===== src/csr_link_cfg.svh =====
// offsets, field positions, codes and timing counts for the clock sync link
// assumes a 200 MHz pclk and a 32-bit apb data path
`ifndef CSR_LINK_CFG_SVH
`define CSR_LINK_CFG_SVH

`define SRV_WKA 24'h0FFFF6
`define FABRIC_WKA 24'h0FFFFD
`define REQ_CMD 8'h68
`define REQ_W0 32'h68000000
`define ACC_W0 32'h02000000
`define RJT_W0 32'h01000000
`define MODE_BASIC 8'h00
`define MODE_PARAM 8'h01
`define MODE_OFF 8'hFF
`define MODE_POS 24
`define ACC_POS 16
`define ACC_MANT_HI 23
`define ACC_MANT_LO 21
`define ACC_EXP_HI 20
`define ACC_EXP_LO 16
`define MSB_POS 8
`define LSB_POS 0
`define BIT_IDX_MAX 8'h3F
`define CLK_PERIOD_PS 5000
`define US_PS 1000000
`define CYC_PER_US (`US_PS / `CLK_PERIOD_PS)

`define OFF_CTRL 8'h00
`define OFF_REQ_W1 8'h04
`define OFF_REQ_PERIOD 8'h08
`define OFF_DEST 8'h0C
`define OFF_SRC_ID 8'h10
`define OFF_STATUS 8'h14
`define OFF_RSP_W1 8'h18
`define OFF_RSP_W2 8'h1C
`define OFF_UPD_HI 8'h20
`define OFF_UPD_LO 8'h24
`define ST_BUSY 0
`define ST_DONE 1
`define ST_ACCEPT 2
`define ST_UPD 3

`endif


===== src/csr_link_pkg.sv =====
// types shared by both ends of the clock sync request link
// assumes csr_link_cfg.svh for all numbers
package csr_link_pkg;

  typedef enum logic [1:0] {DEV_IDLE, DEV_CHECK, DEV_REPLY} dev_state_e;
  typedef enum logic [1:0] {CLI_IDLE, CLI_SEND, CLI_WAIT} cli_state_e;

  typedef struct packed {
    dev_state_e st;
    logic [23:0] s_id;
    logic dst_fc;
    logic [31:0] w0;
    logic [31:0] w1;
    logic [31:0] period;
    logic rsp_valid;
    logic rsp_accept;
    logic [31:0] rsp_w0;
    logic [31:0] rsp_w1;
    logic [31:0] rsp_w2;
    logic svc_on;
    logic [23:0] svc_client;
    logic [5:0] g_msb;
    logic [5:0] g_lsb;
    logic [31:0] g_period;
    logic [7:0] us_cnt;
    logic [31:0] per_cnt;
    logic upd_valid;
    logic [63:0] upd_count;
  } dev_regs_s;

  typedef struct packed {
    cli_state_e st;
    logic [31:0] req_w1;
    logic [31:0] req_period;
    logic dest_fc;
    logic [23:0] src_id;
    logic done;
    logic accepted;
    logic upd_seen;
    logic [31:0] rsp_w1;
    logic [31:0] rsp_w2;
    logic [63:0] upd_count;
    logic [31:0] prdata;
  } cli_regs_s;

endpackage


===== src/csr_link_if.sv =====
// parallel link between the requesting client and the clock sync server
// assumes both ends share pclk; each valid is a one-cycle pulse
`timescale 1ns/1ps
interface csr_link_if;
  logic req_valid;
  logic [23:0] req_s_id;
  logic [23:0] req_d_id;
  logic [31:0] req_w0;
  logic [31:0] req_w1;
  logic [31:0] req_w2;
  logic rsp_valid;
  logic rsp_accept;
  logic [31:0] rsp_w0;
  logic [31:0] rsp_w1;
  logic [31:0] rsp_w2;
  logic upd_valid;
  logic [23:0] upd_d_id;
  logic [63:0] upd_count;

  modport server (
    input req_valid, req_s_id, req_d_id, req_w0, req_w1, req_w2,
    output rsp_valid, rsp_accept, rsp_w0, rsp_w1, rsp_w2,
    output upd_valid, upd_d_id, upd_count
  );
  modport client (
    output req_valid, req_s_id, req_d_id, req_w0, req_w1, req_w2,
    input rsp_valid, rsp_accept, rsp_w0, rsp_w1, rsp_w2,
    input upd_valid, upd_d_id, upd_count
  );
endinterface


===== src/count_mask.sv =====
// zeroes count bits outside the granted top..bottom index range
// assumes top and bottom are already within 0..63
`timescale 1ns/1ps
module count_mask (
  input wire logic [63:0] count_in,
  input wire logic [5:0] top_idx,
  input wire logic [5:0] bot_idx,
  output logic [63:0] count_out
);
  genvar i;
  generate
    for (i = 0; i < 64; i++) begin : g_bit
      assign count_out[i] = count_in[i] & (6'(i) <= top_idx) &
                            (6'(i) >= bot_idx);
    end
  endgenerate
endmodule


===== src/csr_server.sv =====
// clock sync server and fabric controller end of the request link
// assumes requests arrive as single pulses and the local count is in pclk
//
// What this block does
// client sources own id, addresses server/fabric
// word 0 is 68h then zeros
// server modes: 00h, 01h enable; FFh disable
// fabric modes 00h, 01h return service parameters
// accuracy byte is mantissa 23-21, exponent 20-16
// report own accuracy code honestly
// requested top index within 0 to 63
// requested bottom index within 0 to 63
// requested update interval in microseconds
// declined request gets a reject
// accept word 0 is 02h then zeros
// accept mode echoes the request mode
// accept mode 00h enabled, FFh disabled
// accept top index is highest filled bit
// accept bottom index is lowest filled bit
// accept interval is actual update spacing (a granted period 0 is reported as 0, yet updates come every 1 us)
// updates carry count; clients never reply
// zero count bits outside granted range
// reserved mode rejected, service state unchanged
//
// Our own choices: the register offsets and the APB slave port.
`timescale 1ns/1ps
`include "csr_link_cfg.svh"
module csr_server
  import csr_link_pkg::*;
(
  input wire logic pclk,
  input wire logic presetn,
  csr_link_if.server link,
  input wire logic srv_allow,
  input wire logic [7:0] srv_accuracy,
  input wire logic [5:0] srv_top_idx,
  input wire logic [5:0] srv_bot_idx,
  input wire logic [31:0] srv_period_us,
  input wire logic [63:0] clock_count,
  output logic service_on,
  output logic [23:0] service_client
);
  localparam logic [7:0] US_LAST = 8'(`CYC_PER_US - 1);

  dev_regs_s r_reg;
  dev_regs_s r_next;
  logic [63:0] masked;
  logic [7:0] mode;
  logic [7:0] rq_top;
  logic [7:0] rq_bot;
  logic hdr_ok;
  logic fields_ok;
  logic mode_ok;
  logic ok;
  logic [5:0] top_g;
  logic [5:0] bot_g;
  logic [31:0] per_g;
  logic [31:0] per_last;
  logic us_wrap;
  logic per_wrap;
  logic restart;

  // the legal mode set depends on which well-known address was hit
  function automatic logic mode_legal(input logic [7:0] m,
                                      input logic fabric);
    logic enable_code;
    enable_code = (m == `MODE_BASIC) || (m == `MODE_PARAM);
    if (fabric) begin
      return enable_code;
    end
    return enable_code || (m == `MODE_OFF);
  endfunction

  function automatic logic is_fabric(input logic [23:0] d_id);
    return d_id == `FABRIC_WKA;
  endfunction

  count_mask u_mask (
    .count_in(clock_count),
    .top_idx(r_reg.g_msb),
    .bot_idx(r_reg.g_lsb),
    .count_out(masked)
  );

  always_comb begin
    mode = r_reg.w1[`MODE_POS +: 8];
    rq_top = r_reg.w1[`MSB_POS +: 8];
    rq_bot = r_reg.w1[`LSB_POS +: 8];
    hdr_ok = (r_reg.w0 == `REQ_W0);
    // requested fields only matter in mode 01h
    fields_ok = (mode != `MODE_PARAM) ||
                ((rq_top <= `BIT_IDX_MAX) && (rq_bot <= `BIT_IDX_MAX) &&
                 (rq_bot <= rq_top));
    mode_ok = mode_legal(mode, r_reg.dst_fc);
    ok = hdr_ok && fields_ok && mode_ok && srv_allow;
    // grant the narrower of requested and implemented ranges
    top_g = srv_top_idx;
    bot_g = srv_bot_idx;
    per_g = srv_period_us;
    if (mode == `MODE_PARAM) begin
      if (rq_top[5:0] < srv_top_idx) begin
        top_g = rq_top[5:0];
      end
      if (rq_bot[5:0] > srv_bot_idx) begin
        bot_g = rq_bot[5:0];
      end
      if (r_reg.period > srv_period_us) begin
        per_g = r_reg.period;
      end
    end
    if (top_g < bot_g) begin
      top_g = bot_g;
    end
    per_last = (r_reg.g_period == 32'h00000000) ? 32'h00000000 :
               r_reg.g_period - 32'h00000001;
    us_wrap = (r_reg.us_cnt == US_LAST);
    // period 0 acts as 1 us since per_last then stays 0
    per_wrap = (r_reg.per_cnt >= per_last);

    r_next = r_reg;
    r_next.rsp_valid = 1'b0;
    r_next.upd_valid = 1'b0;
    restart = 1'b0;
    unique case (r_reg.st)
      DEV_IDLE: begin
        if (link.req_valid && (is_fabric(link.req_d_id) ||
                               (link.req_d_id == `SRV_WKA))) begin
          r_next.st = DEV_CHECK;
          r_next.s_id = link.req_s_id;
          r_next.dst_fc = is_fabric(link.req_d_id);
          r_next.w0 = link.req_w0;
          r_next.w1 = link.req_w1;
          r_next.period = link.req_w2;
        end
      end
      DEV_CHECK: begin
        r_next.st = DEV_REPLY;
        r_next.rsp_valid = 1'b1;
        r_next.rsp_accept = ok;
        if (ok) begin
          r_next.rsp_w0 = `ACC_W0;
          r_next.rsp_w1 = {mode, srv_accuracy, 2'b00, top_g, 2'b00,
                           bot_g};
          r_next.rsp_w2 = per_g;
          if (!r_reg.dst_fc && (mode == `MODE_OFF)) begin
            // another client's disable leaves the served one alone
            if (r_reg.s_id == r_reg.svc_client) begin
              r_next.svc_on = 1'b0;
            end
          end else if (!r_reg.dst_fc) begin
            r_next.svc_on = 1'b1;
            r_next.svc_client = r_reg.s_id;
            r_next.g_msb = top_g;
            r_next.g_lsb = bot_g;
            r_next.g_period = per_g;
            restart = 1'b1;
          end
        end else begin
          r_next.rsp_w0 = `RJT_W0;
          r_next.rsp_w1 = 32'h00000000;
          r_next.rsp_w2 = 32'h00000000;
        end
      end
      DEV_REPLY: begin
        r_next.st = DEV_IDLE;
      end
      // the unused state code falls back to idle
      default: begin
        r_next.st = DEV_IDLE;
      end
    endcase

    // update pacing in microseconds, one update per granted period
    // a fresh grant restarts pacing from zero
    if (restart) begin
      r_next.us_cnt = 8'h00;
      r_next.per_cnt = 32'h00000000;
    end else if (r_reg.svc_on) begin
      if (us_wrap) begin
        r_next.us_cnt = 8'h00;
        if (per_wrap) begin
          r_next.per_cnt = 32'h00000000;
          r_next.upd_valid = 1'b1;
          r_next.upd_count = masked;
        end else begin
          r_next.per_cnt = r_reg.per_cnt + 32'h00000001;
        end
      end else begin
        r_next.us_cnt = r_reg.us_cnt + 8'h01;
      end
    end
  end

  always_ff @(posedge pclk or negedge presetn) begin
    if (!presetn) begin
      r_reg <= '0;
    end else begin
      r_reg <= r_next;
    end
  end

  assign link.rsp_valid = r_reg.rsp_valid;
  assign link.rsp_accept = r_reg.rsp_accept;
  assign link.rsp_w0 = r_reg.rsp_w0;
  assign link.rsp_w1 = r_reg.rsp_w1;
  assign link.rsp_w2 = r_reg.rsp_w2;
  assign link.upd_valid = r_reg.upd_valid;
  assign link.upd_d_id = r_reg.svc_client;
  assign link.upd_count = r_reg.upd_count;
  assign service_on = r_reg.svc_on;
  assign service_client = r_reg.svc_client;
endmodule


===== src/flat_wrapper.sv =====
// flat-port wrapper written by rule: the top's interface ports become plain ports
module csr_server_flat import csr_link_pkg::*;
  (pclk, presetn, srv_allow, srv_accuracy, srv_top_idx, srv_bot_idx, srv_period_us, clock_count, service_on, service_client, link_req_valid, link_req_s_id, link_req_d_id, link_req_w0, link_req_w1, link_req_w2, link_rsp_valid, link_rsp_accept, link_rsp_w0, link_rsp_w1, link_rsp_w2, link_upd_valid, link_upd_d_id, link_upd_count);
  csr_link_if link_i ();
  input wire logic pclk;
  input wire logic presetn;
  input wire logic srv_allow;
  input wire logic [7:0] srv_accuracy;
  input wire logic [5:0] srv_top_idx;
  input wire logic [5:0] srv_bot_idx;
  input wire logic [31:0] srv_period_us;
  input wire logic [63:0] clock_count;
  output logic service_on;
  output logic [23:0] service_client;
  input wire logic [$bits(link_i.req_valid)-1:0] link_req_valid;
  input wire logic [$bits(link_i.req_s_id)-1:0] link_req_s_id;
  input wire logic [$bits(link_i.req_d_id)-1:0] link_req_d_id;
  input wire logic [$bits(link_i.req_w0)-1:0] link_req_w0;
  input wire logic [$bits(link_i.req_w1)-1:0] link_req_w1;
  input wire logic [$bits(link_i.req_w2)-1:0] link_req_w2;
  output wire logic [$bits(link_i.rsp_valid)-1:0] link_rsp_valid;
  output wire logic [$bits(link_i.rsp_accept)-1:0] link_rsp_accept;
  output wire logic [$bits(link_i.rsp_w0)-1:0] link_rsp_w0;
  output wire logic [$bits(link_i.rsp_w1)-1:0] link_rsp_w1;
  output wire logic [$bits(link_i.rsp_w2)-1:0] link_rsp_w2;
  output wire logic [$bits(link_i.upd_valid)-1:0] link_upd_valid;
  output wire logic [$bits(link_i.upd_d_id)-1:0] link_upd_d_id;
  output wire logic [$bits(link_i.upd_count)-1:0] link_upd_count;
  assign link_i.req_valid = link_req_valid;
  assign link_i.req_s_id = link_req_s_id;
  assign link_i.req_d_id = link_req_d_id;
  assign link_i.req_w0 = link_req_w0;
  assign link_i.req_w1 = link_req_w1;
  assign link_i.req_w2 = link_req_w2;
  assign link_rsp_valid = link_i.rsp_valid;
  assign link_rsp_accept = link_i.rsp_accept;
  assign link_rsp_w0 = link_i.rsp_w0;
  assign link_rsp_w1 = link_i.rsp_w1;
  assign link_rsp_w2 = link_i.rsp_w2;
  assign link_upd_valid = link_i.upd_valid;
  assign link_upd_d_id = link_i.upd_d_id;
  assign link_upd_count = link_i.upd_count;
  csr_server u_core (.pclk(pclk), .presetn(presetn), .link(link_i), .srv_allow(srv_allow), .srv_accuracy(srv_accuracy), .srv_top_idx(srv_top_idx), .srv_bot_idx(srv_bot_idx), .srv_period_us(srv_period_us), .clock_count(clock_count), .service_on(service_on), .service_client(service_client));
endmodule

===== config.mk =====
export PLATFORM = sky130hd
export DESIGN_NAME = csr_server_flat
export DESIGN_NICKNAME = d
export VERILOG_FILES = /design/src/csr_link_pkg.sv /design/src/csr_link_if.sv /design/src/count_mask.sv /design/src/csr_server.sv /design/src/flat_wrapper.sv
export VERILOG_INCLUDE_DIRS = /design/src
export SDC_FILE = /design/constraint.sdc
export NUM_CORES = 1
export LEC_CHECK = 0
export BUFFER_PORTS_ARGS = -buffer_cell sky130_fd_sc_hd__buf_2
export CAP_MARGIN = 10
export CORE_ASPECT_RATIO = 0.7
export CORE_MARGIN = 8
export CORE_UTILIZATION = 55
export DETAILED_ROUTE_END_ITERATION = 6
export PLACE_DENSITY_LB_ADDON = 0.25
export SLEW_MARGIN = 15
export SYNTH_ARGS = -nofsm -noshare
export SYNTH_HDL_FRONTEND = slang
export SYNTH_HIERARCHICAL = 1
export SYNTH_SLANG_ARGS = --single-unit

===== constraint.sdc =====
create_clock -name pclk -period 7.7 [get_ports pclk]
set_input_delay 1.54 -clock pclk [delete_from_list [all_inputs] [get_ports pclk]]
set_output_delay 1.54 -clock pclk [all_outputs]
set_load 0.01 [all_outputs]

Word level (Yosys, flattened, before mapping):

Index checks and enable logic that the tools add are counted.

* bitwise logic cells: 131
* reduce and logical (&&, ||, !) cells: 22
* equal/unequal tests: 12
* order comparisons: 136
* add/sub/neg operators: 3
* multiplexer cells: 31

Operators with widths (number)
* 6-bit greater-or-equal comparator, first input constant: 32
* 6-bit <= comparator, first input constant: 32
* 167-bit 2-to-1 mux: 1
* 69-bit 2-to-1 mux: 2
* 65-bit 2-to-1 mux: 2
* 1-bit AND: 128
* 32-bit 2-to-1 mux: 4
* 123-bit 2-to-1 mux: 1
* 105-bit 2-to-1 mux: 1
* 97-bit 2-to-1 mux: 1
* 5-bit by 6-bit greater-or-equal comparator with 1-bit output, first input constant: 16
* 5-bit by 6-bit <= comparator with 1-bit output, first input constant: 16
* 90-bit 2-to-1 mux: 1
* 68-bit 2-to-1 mux: 1
* 24-bit by 20-bit == test with 1-bit output, second input constant: 2
* 4-bit by 6-bit greater-or-equal comparator with 1-bit output, first input constant: 8
* 4-bit by 6-bit <= comparator with 1-bit output, first input constant: 8
* 40-bit 2-to-1 mux: 1
* 32-bit by 1-bit adder with 32-bit output, second input constant: 1
* 32-bit by 31-bit == test with 1-bit output, second input constant: 1
* 32-bit greater-or-equal comparator: 1
* 32-bit > comparator: 1
* 32-bit logical NOT: 1
* 32-bit by 1-bit subtractor with 32-bit output, second input constant: 1
* 31 further kinds: 72

* output and inout port bits: 212
* logic and storage cells: 355
* bits in registers: 395
* input port bits: 264

Longest topological paths before layout:

Gate-level depths: netlist (run 1).

* depth in word-level cells: 11
* gate-level depth with buffers: 17
* depth with buffers taken out: 16

Hierarchy:

The synthesis (run 1) kept the hierarchy.

Modules (own cells, without submodules)
* csr_server: sequential area each 8808.4 um^2, area an instance 19457.4 um^2, cells each 2137, times used 1
* count_mask: sequential area each 0.0 um^2, area an instance 1333.8 um^2, cells each 238, times used 1

Worst setup path after synthesis (run 1):

No wires, ideal clock.

* path type: input to register
* start: input srv_bot_idx[4]
* end: register u_core.r_reg (netlist bit u_core/link.rsp_w1[10])
* arrival: 4553 ps
* slack: 3052 ps
* buffers on the path: 2
* setup time: 95 ps
* data required time: 7605 ps
* stages on the path: 16
* cell sequence: inv_1 -> ha_1 -> and4_1 -> and3_1 -> a311oi_2 -> clkbuf_1 -> nor2_1 -> a21oi_1 -> ha_1 -> a21o_1 -> a21o_1 -> a21oi_1 -> a21boi_0 -> clkbuf_1 -> a21oi_1 -> o31ai_1

* cells in the longest elaborated chain, start to end: 6

Ends and longest elaborated chain
* start: declaration: line flat_wrapper.sv:10 `input wire logic [5:0] srv_bot_idx;`
* 6-bit > comparator: line csr_server.sv:104 `if (rq_bot[5:0] > srv_bot_idx) begin`
* 6-bit 2-to-1 mux: line csr_server.sv:104
* 6-bit 2-to-1 mux (*): line csr_server.sv:100 `` if (mode == `MODE_PARAM) begin ``
* 6-bit less-than comparator: line csr_server.sv:111 `if (top_g < bot_g) begin`
* 6-bit 2-to-1 mux (*): line csr_server.sv:111
* 90-bit 2-to-1 mux (*): line csr_server.sv:140 `if (ok) begin`
* end signal: assignment: line csr_server.sv:198 `r_reg <= r_next;`
* end: declaration: line csr_server.sv:45 `dev_regs_s r_reg;`

Mark *: on every way between the ends. The rest lies on a longest branch, timed or not.
A chain may end at the register's enable or synchronous reset.

Final worst setup path (run 1):

* start: register u_core/r_reg[105] in the netlist's numbering
* end: register u_core.r_reg (netlist bit u_core/link.upd_count[11])

* cells in the longest elaborated chain, start to end: 4
* elaborated cells on any way between the ends: 5
* those cells by class: add/sub (1); order compare (1); mux (1); reduce/logical (2)

Ends and longest elaborated chain
* 32-bit by 1-bit subtractor with 32-bit output or 32-bit logical NOT (tied branches): line csr_server.sv:115, csr_server.sv:114
* 32-bit 2-to-1 mux (*): line csr_server.sv:114 `per_last = (r_reg.g_period == 32'h00000000) ? 32'h00000000 :`
* 32-bit greater-or-equal comparator (*): line csr_server.sv:118 `per_wrap = (r_reg.per_cnt >= per_last);`
* 4-bit AND reduction (no source line) (*)

Marks and branches as above.

==> results.cfg, run 1 <==
[global_routing]
grt_pass1_vias = 17800
antenna_found_initial = 9
grt_max_degree = 143
grtUsageTotal_pct = 29.0
overflow = 0
grt_pass1_wl_um = 102000

[setup_path]
cp.required_ns = 8.11
max_stage_delay_ns = 0.70
worst_setup_path_start_kind = flip-flop
crit_chain = nor4_1 -> nand4_1 -> or2_2 -> nor4_2 -> nand2_1 -> xnor2_1 -> nand2_1 -> ha_1 -> a21o_1 -> a21o_1 -> a221oi_1 -> o31ai_1 -> o2bb2ai_1 -> buf_4 -> nor3_4 -> buf_4 -> mux2_1
reg2reg_depth = 17
r2r-start = u_core/r_reg[105]
r2r_end = u_core/link.upd_count[11]
worstSetupEndpoint = u_core/link.upd_count[11]
arrival_ns = 6.04
cp_slowest_cell = nor4_1
setup.worst_path.start = u_core/r_reg[105]
critical_path_class = reg2reg
path_max_fanout = 64
endpoint_kind = flip-flop
r2r_slack_ns = 2.07

[min_path]
hp-class = reg2reg
hold_depth = 2

[clock_network]
clock_latency_ns = 0.55
ctsResizeCount = 0
cts_setup_buffers = 0
htree_levels = 2
cts_tree = built
cts_num_sinks = 352
cts_buffers = 38
holdBufCountCts = 0
cts-root-buf = clkbuf_16
clk_pin_slew_ns = 0.06
cts.path.max_buffers = 3

[power]
seqPwrFrac_pct = 46.4
p_comb_share_pct = 4.4
power_switching_mw = 0.900
p_per_area_mw_per_mm2 = 172
p_sw_share_pct = 22.6
p_clk_share_pct = 49.3
p_int_mw = 3.09
ir_drop_v = 0.000144
leakage_nw = 12.2

[logic_synthesis]
synth-edff-count = 0
ys_ff_latch = 352
yosysWarnings = 6
synth_flop_cell = dfrtp_1
synth.distinct_cells = 78
ys_seq_area_share_pct = 42.4
syn_inst = 2375
async_flop_share_pct = 100
syn_area_mm2 = 0.0208
avgSynthCellArea_um2 = 8.75

[layout]
nFillCells = 3290
fin_area_mm2 = 0.0231
area_delta_synth_final_pct = 11.3
multi_input_area_mm2 = 0.00974
layout_commonest_cell = nand2_1
post_route_cells_drive_above_1_share_pct = 23.5
largest_reg_flops = 191
seqCellArea_mm2 = 0.00881
instances_no_fill = 3090
most-common-layout-cells = nand2_1, buf_2, dfrtp_1, nand4_1, ha_1
nNetsFinal = 2922

[sta]
hold_ws_ns = 0.466
fmax_ghz = 0.178
finalHoldViolCount = 0
rsz0062_at_grt = no
setup_tns_ns = 0
setup_viol = 0
final_max_slew_viol_count = 0
slew_headroom_pct = 18.7
clock_skew_ns = 0.0232
post-route-min-period_ns = 5.63
worstMarginPinSlew_ns = 1.21
timing.final.crit_share_pct = 73.1

[die]
num_io_pins = 476
die_area_mm2 = 0.0444
core_area_mm2 = 0.0372
die_x_um = 248
die_h_um = 179
rows = 59
start_util_pct = 55.9

[place]
place_congestion = 0.932
dp_hpwl_um = 48100
port_buffers = 433
dp_cells = 3013
placedInstanceArea_mm2 = 0.0217

[drt]
first_iter_violations = 1982
vias = 17900
via_per_inst = 5.80
wl_per_cell_um = 21.3
drc = 0
dr.pass1.iters = 7
drt-total-wl_um = 65700
ant_nets = 0

[run]
drv_cap = 0

[outcome]
status = complete, no violations
## metrics by stage
step,total power [mW],setup slack (ns),utilization (%)
global route,4.13,1.71,62.2
floorplan,1.94,3.05,-
global placement,2.05,2.07,58.4
detailed placement,2.06,2.03,58.4
finish,3.99,2.07,62.2
CTS,4.02,2.22,62.1
## cell families (layout without fill, tap and decap cells)
group	after synthesis	after routing	synth area share (%)
XOR/XNOR	76	76	3.20
other	1	41	0.0180
AND/OR/NAND/NOR	1070	1070	23.2
AO/OA/AOI/OAI	311	311	10.3
flip-flops	352	352	42.4
adder cells (fa/ha/maj)	92	92	5.54
buffers and inverters	401	588	11.5
multiplexers	72	72	3.85
## power groups by stage
| stage | combinational (mW) | sequential (mW) | clock (mW) |
|---|---|---|---|
| 3_3_place_gp | 0.170 | 1.88 | 0 |
| 5_1_grt | 0.195 | 1.85 | 2.08 |
| 6_report | 0.175 | 1.85 | 1.97 |
| 2_1_floorplan | 0.0579 | 1.88 | 0 |
| 3_5_place_dp | 0.173 | 1.88 | 0 |
| 4_1_cts | 0.174 | 1.85 | 2.00 |
## Yosys cell counts (all sizes together), types with 16 or more instances
cell    instances  share of area, %
nand3          77               1.9
nor2           92               1.7
ha             92               5.5
mux2           64               3.5
clkbuf         76               1.4
nor4           20              0.69
xnor2          32               1.3
a21oi          69               1.7
nand2         646                12
xor2           44               1.9
nor3           40               1.0
o21ai          59               1.4
buf           260               9.0
dfrtp         352                42
a31oi          16              0.55
nand4          95               2.9
inv            64               1.2
o211ai         73               2.6
## final cells by class
type | count | area share (%)
inverter | 65 | 1.07
antenna | 7 | 0.0757
tap | 488 | 2.64
clock inverter | 19 | 1.10
timing repair buffer | 454 | 10.2
clock buffer | 50 | 4.70
multi-input combinational | 1655 | 42.1
sequential | 352 | 38.1
## routing by layer
layer | GRT usage [%] | part of all wire (%) | vias to the layer above
met5 | 0 | 0.020 | -
met4 | 9.57 | 3.0 | 2
li1 | - | - | 8297
met1 | 40.2 | 43 | 8809
met2 | 45.8 | 47 | 716
met3 | 5.39 | 7.1 | 110
## worst min path at each step
stage / startpoint / to
2_1_floorplan: u_core/r_reg[363] / u_core/r_reg[363]
3_3_place_gp: u_core/link.rsp_w1[30] / u_core/link.rsp_w1[30]
3_5_place_dp: u_core/r_reg[366] / u_core/r_reg[366]
4_1_cts: u_core/r_reg[366] / u_core/r_reg[366]
5_1_grt: u_core/r_reg[348] / u_core/r_reg[348]
6_report: u_core/r_reg[366] / u_core/r_reg[366]
## worst max-delay path, delay by kind of cell (launching register included)
| family | cells | cell delay [ns] |
|---|---|---|
| AOI/OAI and AO/OA | 5 | 1.17 |
| buffers and inverters | 2 | 0.69 |
| muxes | 1 | 0.43 |
| adders and majority gates | 1 | 0.35 |
| xor gates and xnor gates | 1 | 0.17 |
| DFF | 1 | 0.42 |
| and+or+nand+nor | 7 | 2.24 |
(Power assumes the default switching activity.)
==> inputs of run 2 (changes only) <==
- clock period: 7.7 -> 5.55 ns (I/O delays scaled with it)
==> results.cfg, run 2 (synthesized netlist as in run 1, its figures left out) <==
[outcome]
status = complete, no violations

[drt]
ant_nets = 0
first_iter_violations = 1773
via_per_inst = 5.82
wl_per_cell_um = 21.4
dr.pass1.iters = 6
drt-total-wl_um = 66400
drc = 0
vias = 18000

[place]
place_congestion = 0.965
port_buffers = 433
dp_cells = 3023
dp_hpwl_um = 49000
dp_slack_ns = 0.715

[layout]
post_route_cells_drive_above_1_share_pct = 23.4
largest_reg_flops = 191
most-common-layout-cells = nand2_1, buf_2, dfrtp_1, nand4_1, ha_1
nNetsFinal = 2930
instances_no_fill = 3098
area_delta_synth_final_pct = 11.5
layout_commonest_cell = nand2_1
nFillCells = 3279

[global_routing]
grt_pass1_wl_um = 103000
antenna_found_initial = 11
grt_max_degree = 105
grtUsageTotal_pct = 29.1
grt_pass1_vias = 18100
overflow = 0

[clock_network]
cts_tree = built
cts_num_sinks = 352
clk_pin_slew_ns = 0.06
cts_setup_buffers = 0
cts_buffers = 37
ctsResizeCount = 0
clock_latency_ns = 0.55
holdBufCountCts = 0
htree_levels = 2
cts-root-buf = clkbuf_16
cts.path.max_buffers = 3

[sta]
setup_tns_ns = 0
final_max_slew_viol_count = 0
fmax_ghz = 0.201
finalHoldViolCount = 0
post-route-min-period_ns = 4.97
timing.final.crit_share_pct = 89.6
clock_skew_ns = 0.0224
setup_viol = 0
setup_slack_ns = 0.577
worstMarginPinSlew_ns = 1.17
rsz0062_at_grt = no
slew_headroom_pct = 22.2

[run]
drv_cap = 0

[die]
die_h_um = 179
rows = 59
die_x_um = 248
start_util_pct = 55.9
num_io_pins = 476
core_area_mm2 = 0.0372
die_area_mm2 = 0.0444

[setup_path]
arrival_ns = 5.39
cp.required_ns = 5.97
critical_path_class = reg2reg
worst_setup_path_start_kind = flip-flop
path_max_fanout = 64
endpoint_kind = flip-flop

[power]
p_clk_share_pct = 49.0
p_comb_share_pct = 4.4
seqPwrFrac_pct = 46.6
total_power_mw = 5.51
power_switching_mw = 1.20
p_per_area_mw_per_mm2 = 238
p_int_mw = 4.31
ir_drop_v = 0.000218
p_sw_share_pct = 21.9
leakage_nw = 12.2

[min_path]
hp-class = reg2reg
[run 2: cell count changes in the layout (fill, tap and decap cells not counted), moves of 2 or more]
| cell | previous run | this run |
|---|---|---|
| clkbuf_1 | 4 | 10 |
| clkbuf_16 | 39 | 37 |
| diode_2 | 7 | 10 |
| buf_4 | 19 | 27 |
| clkinvlp_4 | 2 | 0 |
| clkinv_2 | 8 | 2 |
| bufinv_16 | 5 | 7 |
| buf_12 | 1 | 3 |
[run 2: critical path: stages (launching register included)]
cell       delay, ns
dfrtp_1         0.41
or4_1           0.54
or2_2           0.32
or2_2           0.37
nor4_2          0.43
nand2_1         0.13
xnor2_1         0.17
nand2_1         0.09
ha_1            0.30
a21o_1          0.19
a21o_1          0.17
a221oi_1        0.47
o31ai_1         0.15
o2bb2ai_1       0.33
nor3_4          0.09
buf_12          0.24
mux2_1          0.37
[run 2: final cells by class]
cell class,count,area [um^2],area share (%)
well taps,488,611,2.63
multi-input cells,1655,9740,42.0
repair buffers,463,2440,10.5
inverters,65,246,1.06
clock buffers,53,1050,4.51
diodes,10,25.0,0.108
clock inverters,12,262,1.13
flip-flops and latches,352,8810,38.0
[run 2: per-stage QoR]
stage	utilization [%]	instance area [um^2]	hold WS [ns]
2_1_floorplan	-	20900	0.437
6_report	62.3	23200	0.468
5_1_grt	62.3	23200	0.497
3_3_place_gp	58.7	21800	0.451
3_5_place_dp	58.7	21800	0.456
4_1_cts	62.2	23200	0.469
[run 2: power groups by stage]
stage / clock [mW] / combinational [mW] / sequential (mW)
after floorplan: 0 / 0.0804 / 2.62
after global placement: 0 / 0.237 / 2.61
after detailed placement: 0 / 0.242 / 2.61
after CTS: 2.76 / 0.243 / 2.57
after global routing: 2.86 / 0.271 / 2.57
final: 2.70 / 0.243 / 2.57
[run 2: path summary, 6_finish.rpt]
path                                        start                        end  slack (ns)  depth (start not counted)
max in group asynchronous                 presetn     u_core/link.rsp_w2[16]        3.88                          2
hold reg to reg            u_core/link.rsp_w1[30]     u_core/link.rsp_w1[30]        0.47                          2
setup reg to reg                u_core/r_reg[121]  u_core/link.upd_count[11]        0.58                         16
min in group asynchronous                 presetn     u_core/link.rsp_w1[17]        0.53                          1
setup / recovery                u_core/r_reg[121]  u_core/link.upd_count[11]        0.58                         16
hold / removal             u_core/link.rsp_w1[30]     u_core/link.rsp_w1[30]        0.47                          2
[run 2: metal layers]
layer,wire [um],track usage (%),up-vias,share of wire [%]
met1,28500,40.2,8875,43
met2,31300,46.2,720,47
met3,4600,5.27,112,6.9
met5,13,0,-,0.020
met4,1920,9.35,2,2.9
li1,-,-,8325,-
